<file path="src/pkg/rhdr_pkg.sv">
// Root hub descriptor register bank: shared constants.
// Assumes a command-code register port on the controller clock.
package rhdr_pkg;
    // Command codes
    localparam logic [7:0] CMD_FIRST_RD   = 8'h12;
    localparam logic [7:0] CMD_FIRST_WR   = 8'h92;
    localparam logic [7:0] CMD_SECOND_RD  = 8'h13;
    localparam logic [7:0] CMD_SECOND_WR  = 8'h93;
    // First descriptor field positions
    localparam int PGD_MSB   = 31;
    localparam int PGD_LSB   = 24;
    localparam int NOCR_BIT  = 12;
    localparam int OCRM_BIT  = 11;
    localparam int CDF_BIT   = 10;
    localparam int NPS_BIT   = 9;
    localparam int PSS_BIT   = 8;
    localparam int DPC_MSB   = 1;
    localparam int DPC_LSB   = 0;
    // Second descriptor field positions (two ports, bit 0 reserved)
    localparam int PPM_MSB   = 18;
    localparam int PPM_LSB   = 17;
    localparam int RMV_MSB   = 2;
    localparam int RMV_LSB   = 1;
    localparam int NUM_PORTS = 2;
    // Power-good delay unit in ms
    localparam int PGD_UNIT_MS = 2;
    // Implementation-specific reset values (arbitrary plain choices)
    localparam logic [7:0] PGD_RST       = 8'h01;
    localparam logic       NOCR_RST      = 1'h0;
    localparam logic       NPS_RST       = 1'h0;
    localparam logic       PSS_RST       = 1'h1;
    localparam logic [1:0] DPC_VALUE     = 2'h2;
    localparam logic [1:0] PPM_RST       = 2'h0;
    localparam logic [1:0] RMV_RST       = 2'h0;
    localparam logic [31:0] ZERO_WORD    = 32'h0000_0000;
endpackage : rhdr_pkg

</file>
<file path="src/core/rhdr_regs.sv">
// Root hub descriptor register bank: first and second descriptor words.
// Assumes a single-cycle command strobe with code and write data on sys_clk_in.
// Functional notes
// Power-good delay byte at bits 31:24.
// Software waits delay times 2 ms.
// Bit 12 set disables overcurrent reporting.
// Bit 11 selects collective or per-port reporting.
// Reset loads bit 11 from bit 8.
// Software writes bit 11 zero, then one.
// Compound device bit always reads zero.
// Bit 9 set means ports always powered.
// Bit 8 selects ganged or individual switching.
// Mask picks per-port or global power commands.
// Bits 1:0 report two downstream ports.
// Second descriptor uses codes 13h and 93h.
// Software initializes second descriptor fields.
// First descriptor uses codes 12h and 92h.
// Descriptors writable in every controller state.
// Reserved and port count bits ignore writes.
`timescale 1ns/1ps
module rhdr_regs
    import rhdr_pkg::*;
(
    // Clock and reset
    input  wire logic                 sys_clk_in,
    input  wire logic                 rst_n_in,
    // Command port
    input  wire logic                 cmd_valid_in,
    input  wire logic [7:0]           cmd_code_in,
    input  wire logic [31:0]          cmd_wdata_in,
    output logic      [31:0]          cmd_rdata_out,
    output logic                      cmd_rvalid_out,
    // Power commands from the port status logic
    input  wire logic                 global_power_cmd_in,
    input  wire logic                 global_power_on_in,
    input  wire logic [NUM_PORTS-1:0] per_port_power_cmd_in,
    input  wire logic [NUM_PORTS-1:0] per_port_power_on_in,
    // Decoded descriptor state
    output logic      [NUM_PORTS-1:0] port_power_out,
    output logic                      oc_per_port_out,
    output logic                      oc_report_on_out,
    output logic      [7:0]           power_good_delay_out
);
    // First descriptor fields; reset values are this build's own choice,
    // software rewrites them at start-up to match the board
    logic [7:0]           power_good_delay;
    logic                 no_overcurrent_report;
    logic                 overcurrent_report_mode;
    logic                 no_power_switch;
    logic                 power_switch_style;

    // Second descriptor fields, one bit per downstream port
    logic [NUM_PORTS-1:0] port_power_mask;
    logic [NUM_PORTS-1:0] device_removable;

    // Live port power state, one stage ahead of the registered output
    logic [NUM_PORTS-1:0] port_power;

    // Command match; one helper keeps all four decodes on the same compare
    // and leaves a single place to touch if a code is ever moved
    function automatic logic rhdr_cmd_hit
    (
        input logic       valid,
        input logic [7:0] code,
        input logic [7:0] want
    );
        rhdr_cmd_hit = valid && (code == want);
    endfunction : rhdr_cmd_hit

    // Command decode; no state gating, so writes land in every USB state
    // Unknown codes match nothing and are dropped without an answer
    wire logic wr_first  = rhdr_cmd_hit(cmd_valid_in, cmd_code_in, CMD_FIRST_WR);
    wire logic wr_second = rhdr_cmd_hit(cmd_valid_in, cmd_code_in, CMD_SECOND_WR);
    wire logic rd_first  = rhdr_cmd_hit(cmd_valid_in, cmd_code_in, CMD_FIRST_RD);
    wire logic rd_second = rhdr_cmd_hit(cmd_valid_in, cmd_code_in, CMD_SECOND_RD);

    // Either read code raises the answer strobe one cycle later
    wire logic rd_any    = rd_first || rd_second;

    // Next delay byte; only exposed here, the wait itself is software's
    logic [7:0]           next_power_good_delay;
    assign next_power_good_delay = wr_first ? cmd_wdata_in[PGD_MSB:PGD_LSB] : power_good_delay;

    // Next overcurrent fields; the style bit is kept even while
    // reporting is off, so it is ready when reporting comes back
    logic                 next_no_overcurrent_report;
    logic                 next_overcurrent_report_mode;
    assign next_no_overcurrent_report   = wr_first ? cmd_wdata_in[NOCR_BIT] : no_overcurrent_report;
    assign next_overcurrent_report_mode = wr_first ? cmd_wdata_in[OCRM_BIT] : overcurrent_report_mode;

    // Next switching fields; the compound bit has no storage at all,
    // so a write to it is simply lost and it reads back as zero
    logic                 next_no_power_switch;
    logic                 next_power_switch_style;
    assign next_no_power_switch    = wr_first ? cmd_wdata_in[NPS_BIT] : no_power_switch;
    assign next_power_switch_style = wr_first ? cmd_wdata_in[PSS_BIT] : power_switch_style;

    // Next second descriptor fields; bit 0 and bit 16 stay unused
    logic [NUM_PORTS-1:0] next_port_power_mask;
    logic [NUM_PORTS-1:0] next_device_removable;
    assign next_port_power_mask  = wr_second ? cmd_wdata_in[PPM_MSB:PPM_LSB] : port_power_mask;
    assign next_device_removable = wr_second ? cmd_wdata_in[RMV_MSB:RMV_LSB] : device_removable;

    // Next decoded outputs; the style only counts while reporting is on
    logic                 next_oc_report_on;
    logic                 next_oc_per_port;
    assign next_oc_report_on = !no_overcurrent_report;
    assign next_oc_per_port  = !no_overcurrent_report && overcurrent_report_mode;

    // First word read view; reserved bits and the compound flag tie to zero
    // The port count is a constant, so no write can ever disturb it
    logic [31:0] first_word;
    always_comb
    begin
        first_word                  = ZERO_WORD;
        first_word[PGD_MSB:PGD_LSB] = power_good_delay;
        first_word[NOCR_BIT]        = no_overcurrent_report;
        first_word[OCRM_BIT]        = overcurrent_report_mode;
        first_word[CDF_BIT]         = 1'h0;
        first_word[NPS_BIT]         = no_power_switch;
        first_word[PSS_BIT]         = power_switch_style;
        first_word[DPC_MSB:DPC_LSB] = DPC_VALUE;
    end

    // Second word read view; only the mask and removable pairs hold state
    // Everything else in this word reads as zero whatever was written
    logic [31:0] second_word;
    always_comb
    begin
        second_word                  = ZERO_WORD;
        second_word[PPM_MSB:PPM_LSB] = port_power_mask;
        second_word[RMV_MSB:RMV_LSB] = device_removable;
    end

    // Read mux; a cycle without a read shows zero, so old data never lingers
    // on the bus and a missed strobe cannot be mistaken for an answer
    logic [31:0] next_rdata;
    logic        next_rvalid;
    assign next_rdata  = rd_first ? first_word : (rd_second ? second_word : ZERO_WORD);
    assign next_rvalid = rd_any;

    // Power-good delay byte; held as written and only passed out
    // Driver software times its post-power wait from this value,
    // so the block itself never counts the delay down
    always_ff @(posedge sys_clk_in)
    begin
        if (!rst_n_in)
            power_good_delay <= PGD_RST;
        else
            power_good_delay <= next_power_good_delay;
    end

    // Overcurrent reporting enable, stored inverted as in the word
    // Set means no overcurrent reporting at all
    always_ff @(posedge sys_clk_in)
    begin
        if (!rst_n_in)
            no_overcurrent_report <= NOCR_RST;
        else
            no_overcurrent_report <= next_no_overcurrent_report;
    end

    // Overcurrent style; reset copies the switching style so the two
    // modes agree until software picks its own reporting style
    always_ff @(posedge sys_clk_in)
    begin
        if (!rst_n_in)
            overcurrent_report_mode <= PSS_RST;
        else
            overcurrent_report_mode <= next_overcurrent_report_mode;
    end

    // Always-powered flag; while set the switching style is ignored
    // and both ports are held on
    always_ff @(posedge sys_clk_in)
    begin
        if (!rst_n_in)
            no_power_switch <= NPS_RST;
        else
            no_power_switch <= next_no_power_switch;
    end

    // Switching style: ganged when clear, individual when set
    // Only meaningful while the always-powered flag is clear
    always_ff @(posedge sys_clk_in)
    begin
        if (!rst_n_in)
            power_switch_style <= PSS_RST;
        else
            power_switch_style <= next_power_switch_style;
    end

    // Per-port power mask; in individual mode a set bit moves that port to its own commands
    // Changing it mid-run leaves the port's power level where it was
    always_ff @(posedge sys_clk_in)
    begin
        if (!rst_n_in)
            port_power_mask <= PPM_RST;
        else
            port_power_mask <= next_port_power_mask;
    end

    // Removable flags; stored for software only, no logic reads them
    // beyond the read view of the second word
    always_ff @(posedge sys_clk_in)
    begin
        if (!rst_n_in)
            device_removable <= RMV_RST;
        else
            device_removable <= next_device_removable;
    end

    // Per-port power state; always-powered wins, then ganged or masked selection.
    // A port that follows its own commands ignores every global pulse, so software
    // must set the mask before it relies on per-port switching.
    // Command pulses are expected from logic on this same clock.
    genvar p;
    generate
        for (p = 0; p < NUM_PORTS; p++)
        begin : g_port
            // Source select: own commands only in individual mode with the mask set
            wire logic use_port_cmd = !no_power_switch && power_switch_style && port_power_mask[p];

            // Pulse and level from the selected source
            wire logic take_cmd     = use_port_cmd ? per_port_power_cmd_in[p] : global_power_cmd_in;
            wire logic cmd_level    = use_port_cmd ? per_port_power_on_in[p] : global_power_on_in;

            // Unswitched ports stay on; switched ports hold until a command arrives
            wire logic next_power   = no_power_switch ? 1'h1 : (take_cmd ? cmd_level : port_power[p]);

            // Port state register; reset leaves every port unpowered
            // until software or the always-powered flag says otherwise
            always_ff @(posedge sys_clk_in)
            begin
                if (!rst_n_in)
                    port_power[p] <= 1'h0;
                else
                    port_power[p] <= next_power;
            end
        end
    endgenerate

    // Read data output; stands for one cycle after the read command
    // and is zero otherwise, so a reader must take it at that edge
    // or issue the read again
    always_ff @(posedge sys_clk_in)
    begin
        if (!rst_n_in)
            cmd_rdata_out <= ZERO_WORD;
        else
            cmd_rdata_out <= next_rdata;
    end

    // Read answer strobe, a one-cycle pulse per read command
    // Writes never raise it, they are silent
    always_ff @(posedge sys_clk_in)
    begin
        if (!rst_n_in)
            cmd_rvalid_out <= 1'h0;
        else
            cmd_rvalid_out <= next_rvalid;
    end

    // Overcurrent reporting enable for the port status logic
    // Lags the field by one cycle, as do the per-port flag and the delay copy; port power lags by two
    always_ff @(posedge sys_clk_in)
    begin
        if (!rst_n_in)
            oc_report_on_out <= 1'h0;
        else
            oc_report_on_out <= next_oc_report_on;
    end

    // Per-port reporting flag, forced low while reporting is off
    // so downstream logic never needs to check both bits
    always_ff @(posedge sys_clk_in)
    begin
        if (!rst_n_in)
            oc_per_port_out <= 1'h0;
        else
            oc_per_port_out <= next_oc_per_port;
    end

    // Power-good delay copy for the power sequencing logic
    // Still in 2 ms units; scaling is left to the consumer
    always_ff @(posedge sys_clk_in)
    begin
        if (!rst_n_in)
            power_good_delay_out <= 8'h00;
        else
            power_good_delay_out <= power_good_delay;
    end

    // Port power outputs, one stage behind the internal state
    // so the pins always come straight from a flip-flop
    always_ff @(posedge sys_clk_in)
    begin
        if (!rst_n_in)
            port_power_out <= '0;
        else
            port_power_out <= port_power;
    end
endmodule : rhdr_regs

</file>
<file path="config.mk">
export PLATFORM = sky130hd
export DESIGN_NAME = rhdr_regs
export DESIGN_NICKNAME = d
export VERILOG_FILES = /design/src/pkg/rhdr_pkg.sv /design/src/core/rhdr_regs.sv
export SDC_FILE = /design/constraint.sdc
export NUM_CORES = 1
export LEC_CHECK = 0
export ABC_AREA = 1
export BUFFER_PORTS_ARGS = -buffer_cell sky130_fd_sc_hd__clkbuf_2
export CAP_MARGIN = 5
export CORE_MARGIN = 3
export CORE_UTILIZATION = 40
export DETAILED_ROUTE_END_ITERATION = 12
export PLACE_DENSITY = 0.75
export REMOVE_ABC_BUFFERS = 1
export SLEW_MARGIN = 20
export SYNTH_ARGS = -nofsm -noshare
export SYNTH_HDL_FRONTEND = slang
export SYNTH_SLANG_ARGS = --single-unit
</file>
<file path="constraint.sdc">
create_clock -name sys_clk_in -period 0.9 [get_ports sys_clk_in]
set_clock_uncertainty 0.05 [all_clocks]
set_input_delay 0.045 -clock sys_clk_in [delete_from_list [all_inputs] [get_ports sys_clk_in]]
set_output_delay 0.045 -clock sys_clk_in [all_outputs]
set_load 0.02 [all_outputs]
</file>
==> results.py, run 1 <==
metrics = {
    "status": {
        "status": "finished with violations",
        "failed_checks": "setup timing",
    },
    "worst_setup_path": {
        "worstPathMaxFanout": 5,
        "worst-r2r-cell-count": 8,
        "worst_path_max_delay_cell": "sky130_fd_sc_hd__dfxtp_4",
        "setup.reg_to_reg.worst_slack_ps": -90,
        "worstPathArrival_ps": 1140,
        "r2r_end": "port_power[0]$_SDFFE_PN0P_",
        "timing.critical_path.required_ps": 1050,
        "worst_setup_path_start_kind": "flip-flop",
        "worst_setup_path_startpoint": "no_power_switch$_SDFFE_PN0P_",
        "critical_path_class": "flip-flop to flip-flop",
        "r2r-start": "no_power_switch$_SDFFE_PN0P_",
        "cp_slowest_stage_delay_ps": 370,
        "timing.critical_path.to_type": "flip-flop",
        "crit_path_cell_trace": "inv_4 > nand3_4 > nand2_2 > nand2_1 > nand2_1 > nand3_1 > nand2_1 > inv_1",
        "worst_path_most_repeated_cell": "sky130_fd_sc_hd__nand2_1",
        "worst_setup_path_endpoint": "port_power[0]$_SDFFE_PN0P_",
    },
    "pwr": {
        "ir_worst_vdd_mv": 0.663,
        "pwr_density_cell_nw_per_um2": 1600,
        "fin_total_pwr_w": 0.00398,
        "leakage_nw": 1.38,
    },
    "sta": {
        "timing.final.ws_setup_ps": -85.7,
        "ratio_of_final_minimum_period_to_clock_period": 1.10,
        "rsz0062_at_grt": "true",
        "fmax_ghz": 1.01,
        "worst_hold_slack_after_final_layout_ps": 7.23,
        "hold_viol_final": 0,
        "period_needed_ps": 986,
        "timing.final.setup_violations": 2,
        "timing_max_transition_violations_final": 0,
    },
    "synthesis": {
        "post_synth_num_cell_types": 18,
        "synth-seq-area-share": 0.511,
        "avgSynthCellArea_um2": 7.49,
        "leading_post_synthesis_cells_by_cell_area": "sky130_fd_sc_hd__dfxtp_1, sky130_fd_sc_hd__inv_1, sky130_fd_sc_hd__nor2_1, sky130_fd_sc_hd__nand2_1, sky130_fd_sc_hd__buf_4",
        "post_synth_design_cell_area_um2": 1840,
        "synth-seq-cells": 47,
        "yosysTopAreaCell": "sky130_fd_sc_hd__dfxtp_1",
        "synth.top_cell.area_share": 0.511,
        "syn-instance-count": 246,
        "synthesis.yosys.warnings": 0,
    },
    "global_routing": {
        "grt_pass1_vias": 1471,
        "grt_antenna_before_repair": 0,
        "groute.usage.overall": 0.144,
        "globalRouteOverflowTotal": 0,
        "grt_first_pass_wirelength_um": 5980,
        "largest_net_degree_at_the_start_of_global_routing": 29,
    },
    "cells_and_area": {
        "post_layout_nonfiller_instances": 383,
        "fillers": 426,
        "count_of_inserted_antenna_diode_cells": 0,
        "most-common-layout-cells": "sky130_fd_sc_hd__nor2_1, sky130_fd_sc_hd__inv_1, sky130_fd_sc_hd__clkbuf_2",
        "areaGrowthSynthToFinish_pct": 35.1,
        "fin_nets": 379,
        "mostFrequentLayoutCell": "sky130_fd_sc_hd__nor2_1",
        "final_layout_size_suffix_gt1_frac": 0.311,
        "finalCoreUtilization": 0.564,
    },
    "clock_tree": {
        "root_buffer": "sky130_fd_sc_hd__clkbuf_8",
        "cts.path.max_buffers": 2,
        "cts_buffers": 5,
        "clk_transition_reported_paths_ps": 80,
        "cts_tree": "yes",
        "h-tree-depth": 2,
        "cts.sinks": 47,
        "clk-insertion-delay-late_ps": 290,
    },
    "die": {
        "placementRows": 24,
        "dieArea_um2": 5450,
        "core-area_um2": 4410,
        "chipHeight_um": 73.9,
        "io-pin-count": 94,
        "die-width_um": 73.9,
        "start_util": 0.417,
    },
    "drt": {
        "via_count_of_the_routed_design": 1606,
        "ant_nets": 0,
        "avgRoutedWirePerCell_um": 9.39,
        "first_pass_iters": 6,
        "drt-initial-drc-count": 28,
        "drt-total-wl_um": 3600,
        "avgViaCountPerCell": 4.19,
        "post-route-drc-count": 0,
    },
    "place": {
        "placedCellCount": 369,
        "dp_worst_setup_slack_ps": -177,
        "routabilityCongestion": 0.769,
        "io_buffers": 61,
        "hpwl_reported_at_the_end_of_detailed_placement_um": 2750,
    },
    "worst_hold_path": {
        "min-delay-path-class": "primary input to flip-flop",
    },
    "job": {
        "maxCapViolCount": 0,
    },
}
==> per-stage QoR <==
| step | instance area, um2 | TNS (ps) |
|---|---|---|
| after global routing | 2490 | -234 |
| after floorplan | 1730 | -1900 |
| after detailed placement | 2260 | -3990 |
| after CTS | 2460 | -87.4 |
| final | 2490 | -102 |
| after global placement | 2260 | -3100 |
==> final cells by class <==
| class | count | area (um2) | share of cell area |
|---|---|---|---|
| well taps | 52 | 65.1 | 0.0261 |
| clock inverters | 2 | 35.0 | 0.0141 |
| repair buffers | 85 | 538 | 0.216 |
| flip-flops and latches | 47 | 950 | 0.382 |
| multi-input cells | 140 | 624 | 0.251 |
| inverters | 51 | 194 | 0.0779 |
| clock buffers | 6 | 82.6 | 0.0332 |
==> critical path, delay by kind of cell, from the launching register on <==
| family | cells | cell delay, ps |
|---|---|---|
| buf+inv | 2 | 100 |
| simple gates | 6 | 370 |
| flops | 1 | 370 |
==> timing repair <==
| item | in CTS | in global routing |
|---|---|---|
| hold buffers | 5 | 0 |
| pin swaps | 1 | 3 |
| buffers inserted | 1 | 0 |
| endpoints found under the setup margin | 2 | 15 |
| resized for setup | 8 | 23 |
| endpoints found under the hold margin | 5 | 0 |
==> Yosys cell counts <==
| master | instances |
|---|---|
| sky130_fd_sc_hd__inv_1 | 49 |
| sky130_fd_sc_hd__nor2_1 | 49 |
| sky130_fd_sc_hd__dfxtp_1 | 47 |
| sky130_fd_sc_hd__nand2_1 | 42 |
| sky130_fd_sc_hd__nand3_1 | 22 |
| sky130_fd_sc_hd__buf_4 | 18 |
| sky130_fd_sc_hd__nor2_4 | 3 |
| sky130_fd_sc_hd__buf_1 | 2 |
| sky130_fd_sc_hd__buf_2 | 2 |
| sky130_fd_sc_hd__inv_2 | 2 |
| sky130_fd_sc_hd__nand4_1 | 2 |
| sky130_fd_sc_hd__nor3_1 | 2 |
| sky130_fd_sc_hd__buf_6 | 1 |
| sky130_fd_sc_hd__conb_1 | 1 |
| sky130_fd_sc_hd__mux2i_1 | 1 |
| sky130_fd_sc_hd__nand2_2 | 1 |
| sky130_fd_sc_hd__nor3_2 | 1 |
| sky130_fd_sc_hd__o211ai_1 | 1 |
==> report_power, final <==
group | internal [W] | switching [W] | total (W)
sequential | 0.00209 | 0.00000753 | 0.00210
combinational | 0.000131 | 0.000191 | 0.000322
clock | 0.000898 | 0.000661 | 0.00156
total | 0.00312 | 0.000860 | 0.00398
==> worst min path at each step <==
stage,slack (ps),start,endpoint,depth (start not counted)
after floorplan,80,rst_n_in,overcurrent_report_mode$_SDFFE_PN1P_,1
after detailed placement,210,cmd_wdata_in[8],power_switch_style$_SDFFE_PN1P_,3
after CTS,1,cmd_wdata_in[18],port_power_mask[1]$_SDFFE_PN0P_,5
after global placement,200,cmd_wdata_in[8],power_switch_style$_SDFFE_PN1P_,3
after global routing,40,cmd_wdata_in[28],power_good_delay[4]$_SDFFE_PN0P_,5
final,7,cmd_wdata_in[18],port_power_mask[1]$_SDFFE_PN0P_,5
==> cell families after synthesis <==
kind of cell,synth area share
AO/OA/AOI/OAI,0.00408
buffers and inverters,0.193
flip-flops,0.511
multiplexers,0.00543
other,0.00204
AND/OR/NAND/NOR,0.285
==> flip-flops by register name, summed over array words and instances, names as in the netlist, 2 cells and up <==
name and cells:
cmd_rdata_out 16, device_removable 2, port_power 2, port_power_mask 2
port_power_out 2, power_good_delay 8, power_good_delay_out 8
==> routing by layer <==
metal  part of all wire  GRT usage  vias to the layer above
li1                   -          -                      849
met1               0.40      0.143                      694
met2               0.50      0.260                       56
met3              0.085     0.0588                        7
met5                  0          0                        -
met4              0.019     0.0644                        0
Power figures use the tool's default switching activity.
==> run 2, diff against run 1 <==
- CORE_ASPECT_RATIO: default -> 1.5
- SKIP_LAST_GASP: default -> 1
==> results.py, run 2 (synthesized netlist as in run 1, its figures left out) <==
metrics = {
    "status": {
        "status": "finished with violations",
        "failed_checks": "setup timing",
    },
    "drt": {
        "avgViaCountPerCell": 4.24,
        "first_pass_iters": 4,
        "drt-total-wl_um": 3630,
        "via_count_of_the_routed_design": 1616,
        "drt-initial-drc-count": 16,
        "ant_nets": 0,
        "post-route-drc-count": 0,
        "avgRoutedWirePerCell_um": 9.53,
    },
    "cells_and_area": {
        "fillers": 402,
        "count_of_inserted_antenna_diode_cells": 0,
        "regMostFlops": "cmd_rdata_out",
        "multi_input_gate_area_in_the_final_layout_um2": 617,
        "regArea_um2": 946,
        "areaGrowthSynthToFinish_pct": 36.6,
        "most-common-layout-cells": "sky130_fd_sc_hd__clkbuf_2, sky130_fd_sc_hd__inv_1, sky130_fd_sc_hd__nor2_1",
        "mostFrequentLayoutCell": "sky130_fd_sc_hd__clkbuf_2",
        "largest_registers": "cmd_rdata_out x16, power_good_delay x8, power_good_delay_out x8",
        "number_of_flip_flops_under_the_largest_register_name": 16,
        "fin_nets": 383,
        "final_layout_size_suffix_gt1_frac": 0.316,
    },
    "clock_tree": {
        "clk-insertion-delay-late_ps": 290,
        "h-tree-depth": 2,
        "cts_buffers": 5,
        "cts_tree": "yes",
        "root_buffer": "sky130_fd_sc_hd__clkbuf_8",
        "cts.path.max_buffers": 2,
        "cts.sinks": 47,
        "clk_transition_reported_paths_ps": 80,
    },
    "sta": {
        "timing.final.setup_violations": 2,
        "worst_hold_slack_after_final_layout_ps": 8.71,
        "period_needed_ps": 987,
        "fmax_ghz": 1.01,
        "timing_max_transition_violations_final": 0,
        "timing.final.ws_setup_ps": -87.1,
        "ratio_of_final_minimum_period_to_clock_period": 1.10,
        "hold_viol_final": 0,
        "rsz0062_at_grt": "true",
    },
    "global_routing": {
        "grt_use_met1": 0.152,
        "use_met3": 0.0376,
        "globalRoute.busiestLayer": "met2",
        "gr_layer_usage_met2": 0.280,
        "grt_first_pass_wirelength_um": 6130,
        "globalRouteOverflowTotal": 0,
        "grt_pass1_vias": 1496,
        "groute.usage.overall": 0.150,
        "largest_net_degree_at_the_start_of_global_routing": 29,
        "grt_antenna_before_repair": 0,
    },
    "pwr": {
        "combinationalPowerShare": 0.083,
        "ir_worst_vdd_mv": 0.728,
        "netSwitchingFraction": 0.216,
        "switching_power_w": 0.000863,
        "power.sequential.fraction": 0.526,
        "pwr-share-clk": 0.391,
        "cellInternalPower_w": 0.00313,
        "fin_total_pwr_w": 0.00399,
        "pwr_density_cell_nw_per_um2": 1590,
        "leakage_nw": 1.39,
    },
    "place": {
        "hpwl_reported_at_the_end_of_detailed_placement_um": 2780,
        "routabilityCongestion": 0.760,
        "io_buffers": 61,
    },
    "worst_setup_path": {
        "critical_path_buf_inv_count": 3,
        "worst_path_most_repeated_cell": "sky130_fd_sc_hd__nor2_1",
        "critical_path_class": "flip-flop to flip-flop",
        "critical-path-top-delay-family": "flip-flops",
        "worstPathMaxFanout": 5,
        "worstPathArrival_ps": 1170,
        "crit_path_cell_trace": "inv_4 > buf_6 > buf_4 > o211ai_1 > nor2_1 > nor2_1",
        "timing.critical_path.to_type": "flip-flop",
        "worst_path_max_delay_cell": "sky130_fd_sc_hd__dfxtp_2",
        "cp_slowest_stage_delay_ps": 380,
        "timing.critical_path.required_ps": 1090,
        "worst_setup_path_start_kind": "flip-flop",
    },
    "die": {
        "chipHeight_um": 89.1,
        "core-area_um2": 4320,
        "dieArea_um2": 5470,
        "placementRows": 29,
        "start_util": 0.427,
        "die-width_um": 61.4,
        "io-pin-count": 94,
    },
    "worst_hold_path": {
        "min-delay-path-class": "primary input to flip-flop",
    },
    "job": {
        "maxCapViolCount": 0,
    },
}
-- run 2: cell types whose count changed in the layout (fill, tap and decap cells not counted), moves of 2 or more --
cell,previous run,this run
sky130_fd_sc_hd__clkbuf_2,48,51
sky130_fd_sc_hd__dfxtp_2,1,4
sky130_fd_sc_hd__buf_4,23,21
sky130_fd_sc_hd__dfxtp_4,2,0
sky130_fd_sc_hd__dlygate4sd3_1,5,7
-- run 2: per-stage QoR --
step                setup WS [ps]  cells  utilization  instance area (um2)  TNS [ps]
CTS                         -75.0    380        0.575                 2480      -148
global placement             -163    365        0.529                 2280     -3240
floorplan                    -101    238            -                 1730     -1900
detailed placement           -259    365        0.529                 2280     -5370
finish                      -87.1    381        0.583                 2520      -143
global route                 -196    381        0.583                 2520      -378
-- run 2: worst paths after layout --
check                          startpoint                            to  slack, ps  cells after the start
max          no_power_switch$_SDFFE_PN0P_    port_power[1]$_SDFFE_PN0P_        -90                      6
min                       cmd_wdata_in[9]  no_power_switch$_SDFFE_PN0P_          9                      5
max reg2reg  no_power_switch$_SDFFE_PN0P_    port_power[1]$_SDFFE_PN0P_        -90                      6
min reg2reg    port_power[0]$_SDFFE_PN0P_  port_power_out[0]$_SDFF_PN0_        380                      2
-- run 2: tightest hold or removal path, cell delays in order --
cell	delay, ps
sky130_fd_sc_hd__clkbuf_2	80
sky130_fd_sc_hd__inv_1	50
sky130_fd_sc_hd__nand3_1	70
sky130_fd_sc_hd__nand2_1	50
sky130_fd_sc_hd__nor2_1	30
-- run 2: area by class of cell --
type / instances / share of cell area
Clock inverter: 2 / 0.0139
Tap cell: 46 / 0.0229
Inverter: 51 / 0.0771
Clock buffer: 6 / 0.0328
Timing Repair Buffer: 89 / 0.232
Multi-Input combinational cell: 140 / 0.245
Sequential cell: 47 / 0.376
-- run 2: metal layers --
metal | vias to the layer above | wire [um]
met5 | - | 0
met4 | 0 | 87
met3 | 8 | 263
met2 | 62 | 1930
met1 | 689 | 1360
li1 | 857 | -
-- run 2: power groups by stage --
stage	Sequential, W	Combinational [W]	Clock, W
final	0.00210	0.000332	0.00156
after global routing	0.00210	0.000371	0.00169
after CTS	0.00210	0.000331	0.00162
after detailed placement	0.00215	0.000305	0
after global placement	0.00215	0.000303	0
after floorplan	0.00217	0.000141	0
-- run 2: repair_timing --
action,4_1_cts,5_1_grt
pin swaps,1,2
hold buffers,7,0
endpoints found under the hold margin,7,0
gates resized for setup,5,20
endpoints found under the setup margin,2,16
buffers inserted,0,1
gates cloned,0,0
